**config.mk**
```make
export PLATFORM = sky130hd
export DESIGN_NAME = ref_clock_select_and_clock_outputs
export DESIGN_NICKNAME = d
export VERILOG_FILES = /design/src/include/clk_pins_pkg.sv /design/src/ref_clock_select_and_clock_outputs.sv /design/src/pin_sync.sv /design/src/clk_src_mux.sv
export SDC_FILE = /design/constraint.sdc
export NUM_CORES = 1
export LEC_CHECK = 0
export BUFFER_PORTS_ARGS = -buffer_cell sky130_fd_sc_hd__buf_2
export CAP_MARGIN = 20
export CORE_UTILIZATION = 37
export CTS_BUF_LIST = sky130_fd_sc_hd__clkbuf_4 sky130_fd_sc_hd__clkbuf_8
export DETAILED_ROUTE_END_ITERATION = 6
export GPL_TIMING_DRIVEN = 0
export HOLD_SLACK_MARGIN = 0.06
export PLACE_DENSITY = 0.83
export SETUP_SLACK_MARGIN = 0.1
export SLEW_MARGIN = 10
export SYNTH_ARGS = -nofsm -noshare
export SYNTH_HDL_FRONTEND = slang
export SYNTH_HIERARCHICAL = 1
export SYNTH_SLANG_ARGS = --single-unit
```
**constraint.sdc**
```tcl
create_clock -name pclk -period 2.1 [get_ports pclk]
set_clock_uncertainty 0.2 [all_clocks]
set_input_delay 0.315 -clock pclk [delete_from_list [all_inputs] [get_ports pclk]]
set_output_delay 0.315 -clock pclk [all_outputs]
set_load 0.005 [all_outputs]
```
**src/include/clk_pins_pkg.sv**
```systemverilog
package clk_pins_pkg;

    // ------------------------------------------------------------------
    // Register map (byte addresses, APB)
    // ------------------------------------------------------------------
    localparam logic [11:0] ADDR_SRC_SEL   = 12'h000;
    localparam logic [11:0] ADDR_CPU_ST3   = 12'h004;
    localparam logic [11:0] ADDR_RTC_PMGT  = 12'h008;
    localparam logic [11:0] ADDR_WAKE_CTL  = 12'h00c;
    localparam logic [11:0] ADDR_STATUS    = 12'h010;
    localparam logic [11:0] ADDR_BOOT_CLK  = 12'h014;
    localparam logic [11:0] ADDR_RTC_WIN   = 12'h018;

    // ------------------------------------------------------------------
    // Field positions and reset values
    // ------------------------------------------------------------------
    localparam int          SRC_W          = 3;
    localparam int          NUM_SRC        = 8;
    localparam logic [2:0]  SRC_RESET      = 3'h0;
    localparam int          DEBUG_CLOCK_DISABLE_BIT_BIT     = 0;
    localparam logic        DEBUG_CLOCK_DISABLE_BIT_RESET   = 1'b0;
    localparam int          RTC_OUT_EN_BIT = 0;
    localparam logic        RTC_OUT_RESET  = 1'b0;
    localparam int          WAKE_OUT_BIT   = 0;
    localparam int          RTC_OSC_EN_BIT = 1;
    localparam logic        WAKE_OUT_RESET = 1'b0;
    localparam logic        RTC_OSC_RESET  = 1'b1;

    // RTC register window, I/O word addresses
    localparam logic [15:0] RTC_WIN_LO     = 16'h1900;
    localparam logic [15:0] RTC_WIN_HI     = 16'h197f;

    // ------------------------------------------------------------------
    // Boot clock figures
    // ------------------------------------------------------------------
    localparam int BOOT_SPI_HZ      = 500_000;
    localparam int BOOT_I2C_HZ      = 400_000;
    localparam int BOOT_UART_BAUD   = 57_600;
    localparam int REF_HZ_0         = 11_289_600;
    localparam int REF_HZ_1         = 12_000_000;
    localparam int REF_HZ_2         = 12_288_000;
    localparam int REF_ASSUMED_HZ   = REF_HZ_1;
    localparam logic [15:0] SPI_DIV  = 16'(REF_ASSUMED_HZ / BOOT_SPI_HZ);
    localparam logic [15:0] I2C_DIV  = 16'(REF_ASSUMED_HZ / BOOT_I2C_HZ);
    localparam logic [15:0] UART_DIV =
        16'(REF_ASSUMED_HZ / (16 * BOOT_UART_BAUD));

    typedef struct packed {
        logic [31:0] rdata;
        logic        ready;
        logic        slverr;
    } apb_rsp_t;

    typedef struct packed {
        logic [15:0] spi_div;
        logic [15:0] i2c_div;
        logic [15:0] uart_div;
        logic        pll_bypass;
    } boot_clk_t;

endpackage

```
**src/ref_clock_select_and_clock_outputs.sv**
```systemverilog
// The address map and the APB slave port are this design's own decisions.
`timescale 1ns/1ps
// Operation
// - Select low: 32 kHz oscillator clocks RTC and generator, external ignored.
// - Select high: external reference feeds generator; oscillator only RTC.
// - Source field picks which generator clock reaches debug pin.
// - Disable bit set puts debug clock pin in high impedance.
// - Debug pin enabled after reset until boot sets disable bit.
// - External reference: boot bypasses PLL, assumes 12 MHz of the 11.2896/12/12.288 MHz choices.
// - Boot sets SPI 500 kHz, two-wire 400 kHz, serial 57600 baud.
// - RTC oscillator off: RTC window 1900h-197Fh not reachable.
// - RTC output pin enable bit; after reset pin is high impedance.
// - Wake pin input wakes idle core; defaults to input.
// - Wake pin optional open-drain active-low output on RTC alarm.
module ref_clock_select_and_clock_outputs (
    input  wire logic                             pclk,
    input  wire logic                             presetn,
    input  wire logic                             psel,
    input  wire logic                             penable,
    input  wire logic                             pwrite,
    input  wire logic [11:0]                      paddr,
    input  wire logic [31:0]                      pwdata,
    output logic [31:0]                           prdata,
    output logic                                  pready,
    output logic                                  pslverr,
    input  wire logic                             ref_select_pin,
    input  wire logic                             external_ref_clock_input,
    input  wire logic                             osc_32k,
    input  wire logic [clk_pins_pkg::NUM_SRC-1:0] gen_clks,
    output logic                                  gen_ref_clk,
    output logic                                  rtc_clk,
    output logic                                  debug_clock_output_pin,
    output logic                                  debug_clock_output_oe,
    input  wire logic                             rtc_clk_tap,
    output logic                                  rtc_clock_output_pin,
    output logic                                  rtc_clock_output_oe,
    input  wire logic                             wake_pin_in,
    output logic                                  wake_pin_out,
    output logic                                  wake_pin_oe,
    input  wire logic                             rtc_alarm,
    output logic                                  core_wake,
    input  wire logic                             rtc_access,
    input  wire logic [15:0]                      rtc_io_addr,
    output logic                                  rtc_access_ok,
    output clk_pins_pkg::boot_clk_t               boot_clk
);
    import clk_pins_pkg::*;

    // ------------------------------------------------------------------
    // Pin synchronisers
    // ------------------------------------------------------------------
    logic sel_s;
    logic wake_s;

    pin_sync u_sel_sync (
        .pclk    (pclk),
        .presetn (presetn),
        .pin     (ref_select_pin),
        .pin_s   (sel_s)
    );

    pin_sync u_wake_sync (
        .pclk    (pclk),
        .presetn (presetn),
        .pin     (wake_pin_in),
        .pin_s   (wake_s)
    );

    // ------------------------------------------------------------------
    // Control registers
    // ------------------------------------------------------------------
    logic [SRC_W-1:0] src_q;
    logic [SRC_W-1:0] src_d;
    logic             debug_clock_disable_bit_q;
    logic             debug_clock_disable_bit_d;
    logic             rtc_out_en_q;
    logic             rtc_out_en_d;
    logic             wake_out_q;
    logic             wake_out_d;
    logic             rtc_osc_q;
    logic             rtc_osc_d;
    logic             ref_latch_q;
    logic             ref_latch_d;
    logic [1:0]       latched_q;
    logic [1:0]       latched_d;
    logic             wake_prev_q;
    logic             wake_prev_d;
    logic             core_wake_q;
    logic             core_wake_d;
    logic             alarm_q;
    logic             alarm_d;
    logic [31:0]      prdata_q;
    logic [31:0]      prdata_d;
    logic             wr;
    logic             rd;
    logic             hit;

    assign wr = psel && penable && pwrite;
    assign rd = psel && !penable && !pwrite;

    always_comb
    begin
        unique case (paddr)
            ADDR_SRC_SEL, ADDR_CPU_ST3, ADDR_RTC_PMGT, ADDR_WAKE_CTL,
            ADDR_STATUS, ADDR_BOOT_CLK, ADDR_RTC_WIN: hit = 1'b1;
            default: hit = 1'b0;
        endcase
    end

    always_comb
    begin
        src_d        = src_q;
        debug_clock_disable_bit_d     = debug_clock_disable_bit_q;
        rtc_out_en_d = rtc_out_en_q;
        wake_out_d   = wake_out_q;
        rtc_osc_d    = rtc_osc_q;
        ref_latch_d  = ref_latch_q;
        latched_d    = latched_q;
        // Wait out both sync stages, then keep the static strap
        if (latched_q != 2'h3)
        begin
            latched_d   = latched_q + 2'h1;
            ref_latch_d = sel_s;
        end
        if (wr)
        begin
            unique case (paddr)
                ADDR_SRC_SEL:  src_d = pwdata[SRC_W-1:0];
                ADDR_CPU_ST3:  debug_clock_disable_bit_d = pwdata[DEBUG_CLOCK_DISABLE_BIT_BIT];
                ADDR_RTC_PMGT:
                    rtc_out_en_d = pwdata[RTC_OUT_EN_BIT];
                ADDR_WAKE_CTL:
                begin
                    wake_out_d = pwdata[WAKE_OUT_BIT];
                    rtc_osc_d  = pwdata[RTC_OSC_EN_BIT];
                end
                default: ;
            endcase
        end
    end

    // Wake event: sticky until read of status; set wins over clear
    always_comb
    begin
        wake_prev_d = wake_s;
        alarm_d     = rtc_alarm;
        core_wake_d = core_wake_q;
        if (rd && paddr == ADDR_STATUS)
            core_wake_d = 1'b0;
        if (!wake_out_q && wake_prev_q && !wake_s)
            core_wake_d = 1'b1;
    end

    always_comb
    begin
        prdata_d = 32'h0;
        if (rd)
        begin
            unique case (paddr)
                ADDR_SRC_SEL:  prdata_d[SRC_W-1:0] = src_q;
                ADDR_CPU_ST3:  prdata_d[DEBUG_CLOCK_DISABLE_BIT_BIT] = debug_clock_disable_bit_q;
                ADDR_RTC_PMGT: prdata_d[RTC_OUT_EN_BIT] = rtc_out_en_q;
                ADDR_WAKE_CTL:
                begin
                    prdata_d[WAKE_OUT_BIT]   = wake_out_q;
                    prdata_d[RTC_OSC_EN_BIT] = rtc_osc_q;
                end
                ADDR_STATUS:
                    prdata_d[3:0] = {alarm_q, core_wake_q, wake_s,
                                     ref_latch_q};
                ADDR_BOOT_CLK:
                    prdata_d = {boot_clk.spi_div, boot_clk.i2c_div};
                ADDR_RTC_WIN:
                    prdata_d[15:0] = boot_clk.uart_div;
                default: ;
            endcase
        end
        else
            prdata_d = prdata_q;
    end

    always_ff @(posedge pclk or negedge presetn)
    begin
        if (!presetn)
        begin
            src_q        <= SRC_RESET;
            debug_clock_disable_bit_q     <= DEBUG_CLOCK_DISABLE_BIT_RESET;
            rtc_out_en_q <= RTC_OUT_RESET;
            wake_out_q   <= WAKE_OUT_RESET;
            rtc_osc_q    <= RTC_OSC_RESET;
            ref_latch_q  <= 1'b0;
            latched_q    <= 2'h0;
            // Same level as the sync reset, so no false edge
            wake_prev_q  <= 1'b0;
            core_wake_q  <= 1'b0;
            alarm_q      <= 1'b0;
            prdata_q     <= 32'h0;
        end
        else
        begin
            src_q        <= src_d;
            debug_clock_disable_bit_q     <= debug_clock_disable_bit_d;
            rtc_out_en_q <= rtc_out_en_d;
            wake_out_q   <= wake_out_d;
            rtc_osc_q    <= rtc_osc_d;
            ref_latch_q  <= ref_latch_d;
            latched_q    <= latched_d;
            wake_prev_q  <= wake_prev_d;
            core_wake_q  <= core_wake_d;
            alarm_q      <= alarm_d;
            prdata_q     <= prdata_d;
        end
    end

    // ------------------------------------------------------------------
    // APB answer: no wait states
    // ------------------------------------------------------------------
    assign pready  = 1'b1;
    assign pslverr = psel && penable && !hit;
    assign prdata  = prdata_q;

    // ------------------------------------------------------------------
    // Clock routing and pins
    // ------------------------------------------------------------------
    logic dbg_clk;

    clk_src_mux u_mux (
        .clk_main (pclk),
        .clk_rtc  (osc_32k),
        .gen_clks (gen_clks),
        .src_sel  (src_q),
        .ref_sel  (ref_select_pin),
        .ext_ref  (external_ref_clock_input),
        .osc_32k  (osc_32k),
        .dbg_clk  (dbg_clk),
        .gen_ref  (gen_ref_clk)
    );

    // RTC always runs from the oscillator whatever the select
    assign rtc_clk = osc_32k;

    // Clock paths are combinational; registering would halve them
    assign debug_clock_output_pin = dbg_clk;
    assign debug_clock_output_oe  = !debug_clock_disable_bit_q;
    assign rtc_clock_output_pin   = rtc_clk_tap;
    assign rtc_clock_output_oe    = rtc_out_en_q;

    // Open drain: only ever pulls low
    assign wake_pin_out = 1'b0;
    assign wake_pin_oe  = wake_out_q && alarm_q;
    assign core_wake    = core_wake_q;

    assign rtc_access_ok = rtc_access && rtc_osc_q &&
                           rtc_io_addr >= RTC_WIN_LO &&
                           rtc_io_addr <= RTC_WIN_HI;

    // Boot figures from the assumed reference when external is used
    always_comb
    begin
        boot_clk.pll_bypass = ref_latch_q;
        boot_clk.spi_div    = SPI_DIV;
        boot_clk.i2c_div    = I2C_DIV;
        boot_clk.uart_div   = UART_DIV;
    end
endmodule

```
**src/pin_sync.sv**
```systemverilog
`timescale 1ns/1ps
module pin_sync (
    input  wire logic pclk,
    input  wire logic presetn,
    input  wire logic pin,
    output logic      pin_s
);
    logic meta_q;
    logic meta_d;
    logic sync_q;
    logic sync_d;

    always_comb
    begin
        meta_d = pin;
        sync_d = meta_q;
    end

    always_ff @(posedge pclk or negedge presetn)
    begin
        if (!presetn)
        begin
            meta_q <= 1'b0;
            sync_q <= 1'b0;
        end
        else
        begin
            meta_q <= meta_d;
            sync_q <= sync_d;
        end
    end

    assign pin_s = sync_q;
endmodule

```
**src/clk_src_mux.sv**
```systemverilog
`timescale 1ns/1ps
module clk_src_mux (
    input  wire logic                               clk_main,
    input  wire logic                               clk_rtc,
    input  wire logic [clk_pins_pkg::NUM_SRC-1:0]   gen_clks,
    input  wire logic [clk_pins_pkg::SRC_W-1:0]     src_sel,
    input  wire logic                               ref_sel,
    input  wire logic                               ext_ref,
    input  wire logic                               osc_32k,
    output logic                                    dbg_clk,
    output logic                                    gen_ref
);
    import clk_pins_pkg::*;

    // Debug source picked from the generator taps
    always_comb
    begin
        dbg_clk = gen_clks[src_sel];
    end

    // Reference to clock generator; oscillator alone feeds RTC upstream
    always_comb
    begin
        if (ref_sel)
            gen_ref = ext_ref;
        else
            gen_ref = osc_32k;
    end

    logic unused_ok;
    assign unused_ok = clk_main ^ clk_rtc;
endmodule

```
; ---- Word level (Yosys, flattened, before mapping)
; Cells that the tools add are included.
[word_totals]
ff_bits = 49
inputBits = 80
out_inout_bits = 93
[op_classes]
addsub = 1
n_lt_le_gt_ge = 3
eq_ne = 7
n_mux = 12
n_reduce_logical = 26
[ops]
columns = op, n
row1 = $eq A12 B5 Y1 const B, 3
row2 = $eq A12 B4 Y1 const B, 2
row3 = $ge A16 B13 Y1 const B, 1
row4 = $le A16 B13 Y1 const B, 1
row5 = $eq A12 B3 Y1 const B, 1
row6 = $logic_and A1 B1 Y1, 12
row7 = $logic_not A12 Y1, 1
row8 = $reduce_and A2 Y1, 4
row9 = $reduce_or A7 Y1, 1
row10 = $logic_not A1 Y1, 6
row11 = $mux W1, 6
row12 = $pmux W1 S6, 1
row13 = $mux W5, 1
row14 = $lt A3 B4 Y1 const B, 1
row15 = $pmux W1 S4, 1
row16 = $bmux W1 S3, 1
row17 = $pmux W1 S3, 1
row18 = $add A2 B1 Y2 const B, 1
row19 = $ne A2 B2 Y1 const B, 1
row20 = $pmux W1 S2, 1
row21 = $reduce_bool A2 Y1, 1
row22 = $reduce_or A2 Y1, 1

; ---- Logic depth before layout (Yosys ltp)
[depth]
word_depth = 6
mapped_depth = 5
mapped_depth_nobuf = 4

; ---- Hierarchy
; The synthesis kept the hierarchy.
[modules_own_cells]
columns = mod, instances, cells_each, area_each_um2, seq_area_each_um2
row1 = ref_clock_select_and_clock_outputs, 1, 164, 1550.2, 451.7
row2 = pin_sync, 2, 2, 50.0, 50.0
row3 = clk_src_mux, 1, 4, 75.1, 0.0

; ---- Worst setup path after synthesis
; No wires, ideal clock.
[synth_path]
path_kind = input to register
start = input port paddr[5]
end = register src_q[0]
arrival_ns = 1.446
required_ns = 1.772
slack_ns = 0.326
path_stages = 4
n_path_buf = 0
path_cell_list = nor3_1 nand3_4 nor4b_4 mux2_1
[synth_between]
elab_chain_len = 2
[synth_rtl]
columns = item, line
row1 = start: declaration, ref_clock_select_and_clock_outputs.sv:21  ; input wire logic [11:0] paddr,
row2 = $logic_not A12 Y1, ref_clock_select_and_clock_outputs.sv:127  ; unique case (paddr)
row3 = $reduce_and A2 Y1 (no source line), -
row4 = end signal: assignment, ref_clock_select_and_clock_outputs.sv:201  ; src_q <= src_d;
row5 = end: declaration, ref_clock_select_and_clock_outputs.sv:72  ; logic [SRC_W-1:0] src_q;
; Every way passes these cells.
; A chain may end at the register's enable or synchronous reset.

; ---- Worst setup path in the final report
[layout_path]
start = register src_q[0]
end = output port debug_clock_output_pin
[layout_between]
elab_chain_len = 2
[layout_rtl]
columns = item, line
row1 = $bmux W1 S3, clk_src_mux.sv:18  ; dbg_clk = gen_clks[src_sel];
row2 = $mux W1 (not written as such), clk_src_mux.sv:18
row3 = end: declaration, ref_clock_select_and_clock_outputs.sv:32  ; output logic debug_clock_output_pin,
; Every way passes these cells. The select of a mux whose other input is x is not followed.

==> metrics.yaml <==
critPathKind: "reg2out"
overflow: 0
synth-seq-area-share_pct: 32.0
syn_area_per_cell_sq_um: 10.0
period_share_pct: 98.6
place_area_sq_mm: 0.00236
synth_mux_area_share_pct: 10.8
grt_first_pass_wirelength_um: 5350
synthToLayoutAreaGrowth_pct: 45.7
final_common_cell: "buf_4"
grt_pass1_vias: 1248
num_io_pins: 173
startpoint_type: "register"
r2r_start: "src_q[0]"
drv_cap: 0
drt_first_pass_iters: 4
cp-startpoint: "src_q[0]"
fin_crit_ps: 2070
layout_common_cells: "buf_4, conb_1, buf_2, dfrtp_1, nand2_1"
ys_ff_latch: 22
die_w_um: 70.3
finish.utilization_pct: 56.9
first_iter_violations: 45
cts.sink_count: 22
cts.clk_slew.worst_paths_ps: 80
largest_reg_flops: 5
drc_errors: 0
cts-root-buf: "clkbuf_8"
crit_required_ps: 1580
wl_um: 3310
rsz0062_at_grt: "true"
fin_nets: 400
synth_warnings: 6
synth_cell_type_count: 37
status: "complete, no violations"
cts_tree: "built"
drt-wirelength-per-cell_um: 8.96
rows: 24
fin_area_sq_mm: 0.00251
hpwl_um: 2750
numPortBuffers: 60
vias: 1417
grtUsageTotal_pct: 13.3
synthAdderAreaFrac_pct: 0.725
p_leak_nw: 1.45
power_density_mw_per_mm2: 424
cts_made_buffers: 3
start_util_pct: 39.1
fmax_mhz: 483
finalHoldViolations: 0
yosys.area_share.simple_pct: 14.0
htreeDepth: 1
clockBufferDepth: 2
grt_max_degree: 23
insertion_delay_ps: 260
fillCellCount: 403
max-vdd-ir-drop_mv: 0.311
viasPerCell: 3.83
worst_ep_arrival_time_ps: 1550
synth-compound-area-share_pct: 6.09
postSynthCellCount: 172
dieArea_sq_mm: 0.00494
placedCellCount: 357
setup_violations: 0
detail-route-antenna-nets: 0
final_cells: 370
antenna_found_initial: 0
min_path_type: "in2reg"
worstHoldStart: "pwdata[2]"
core_sq_mm: 0.00441
slew_violations: 0
drive_gt1_share_pct: 51.9
antenna_cells: 0
syn_area_sq_mm: 0.00173
gp_congestion: 0.795
die_h_um: 70.3
synth_xor_area_share_pct: 0.508
cp_max_fo: 3
synth_top_family_by_area: "buffers and inverters"
end_kind: "output port"
synth_stat cells (all sizes together):
| cell | number | area share [%] |
|---|---|---|
| o21bai | 1 | 0.44 |
| nor2b | 1 | 0.36 |
| o31ai | 1 | 0.44 |
| mux2i | 1 | 0.58 |
| and3 | 1 | 0.36 |
| conb | 2 | 0.44 |
| clkbuf | 1 | 0.22 |
| inv | 2 | 0.44 |
| ha | 1 | 0.73 |
| nand3 | 2 | 1.3 |
| nor3 | 3 | 0.87 |
| nor4 | 4 | 3.2 |
| dfrtp | 21 | 30 |
| nor2 | 7 | 1.5 |
| nand4 | 1 | 0.36 |
| a21oi | 1 | 0.29 |
| a211oi | 1 | 0.44 |
| nor3b | 1 | 0.44 |
| nor4b | 3 | 2.4 |
| o22ai | 3 | 1.1 |
| dfstp | 1 | 1.5 |
| o32ai | 1 | 0.51 |
| xnor2 | 1 | 0.51 |
| o41ai | 1 | 0.51 |
| mux2 | 11 | 7.2 |
| a22o | 3 | 1.5 |
| nand2 | 8 | 1.7 |
| a21o | 1 | 0.44 |
| buf | 80 | 35 |
| mux4 | 2 | 3.0 |
| a21boi | 1 | 0.44 |
| nand2b | 2 | 0.73 |
| and2 | 2 | 0.73 |
area by class of cell:
type	count	area, sq um	area share (%)
Buffer	81	604	24.0
Clock buffer	3	41.3	1.64
Clock inverter	1	30.0	1.19
Inverter	2	7.51	0.299
Multi-Input combinational cell	140	835	33.2
Sequential cell	22	553	22.0
Tap cell	52	65.1	2.59
Timing Repair Buffer	69	378	15.0
path summary, 6_finish.rpt:
path / slack (ps) / depth (start not counted) / end
worst min register to register: 150 / 0 / u_sel_sync/pin_s
max in group asynchronous: 990 / 2 / src_q[0]
worst max register to register: 630 / 4 / prdata[0]
min in group asynchronous: 350 / 2 / prdata[19]
worst max-delay path: 30 / 3 / debug_clock_output_pin
worst min-delay path: 80 / 2 / src_q[2]
stage by stage:
stage	total power, W	TNS [ps]	setup WS, ps	hold WS (ps)
after global placement	0.000671	0	82.1	94.6
after floorplan	0.000609	0	326	-181
after global routing	0.00112	-34.4	-34.4	80.3
final	0.00107	0	30.1	83.3
after detailed placement	0.000674	0	25.3	103
after CTS	0.00107	-20.1	-20.1	79.0
layer usage:
layer / wire length (um) / GRT usage [%] / up-vias / part of all wire [%]
met4: 52 / 5.56 / 0 / 1.6
met5: 0 / 0 / - / 0
met1: 1220 / 14.5 / 617 / 37
met3: 336 / 4.18 / 4 / 10
li1: - / - / 722 / -
met2: 1700 / 23.7 / 74 / 51
logic make-up (layout without fill, tap and decap cells):
logic type / Yosys count / after routing
adders and majority gates: 1 / 1
muxes: 14 / 14
AOI/OAI and AO/OA: 14 / 14
buffers and inverters: 83 / 156
other: 2 / 75
and+or+nand+nor: 35 / 35
DFF: 22 / 22
xor gates and xnor gates: 1 / 1
critical path, stage by stage, from the launching register on:
cell and delay [ps]:
dfrtp_2 400, mux4_2 500, mux2_2 270, buf_2 130
where the power goes:
group          leakage [nW]  internal (W)  switching [W]
combinational          1.15      0.000144       0.000102
sequential            0.270      0.000430     0.00000334
clock                0.0357      0.000254       0.000132
total                  1.45      0.000829       0.000237
what timing repair did:
| action | CTS | global route |
|---|---|---|
| buffers inserted | 2 | 3 |
| hold endpoints to repair | 24 | 0 |
| resized for setup | 3 | 1 |
| hold buffers | 4 | 0 |
| setup endpoints to repair | 2 | 3 |
| pin swaps | 0 | 2 |
Power figures use the tool's default switching activity.
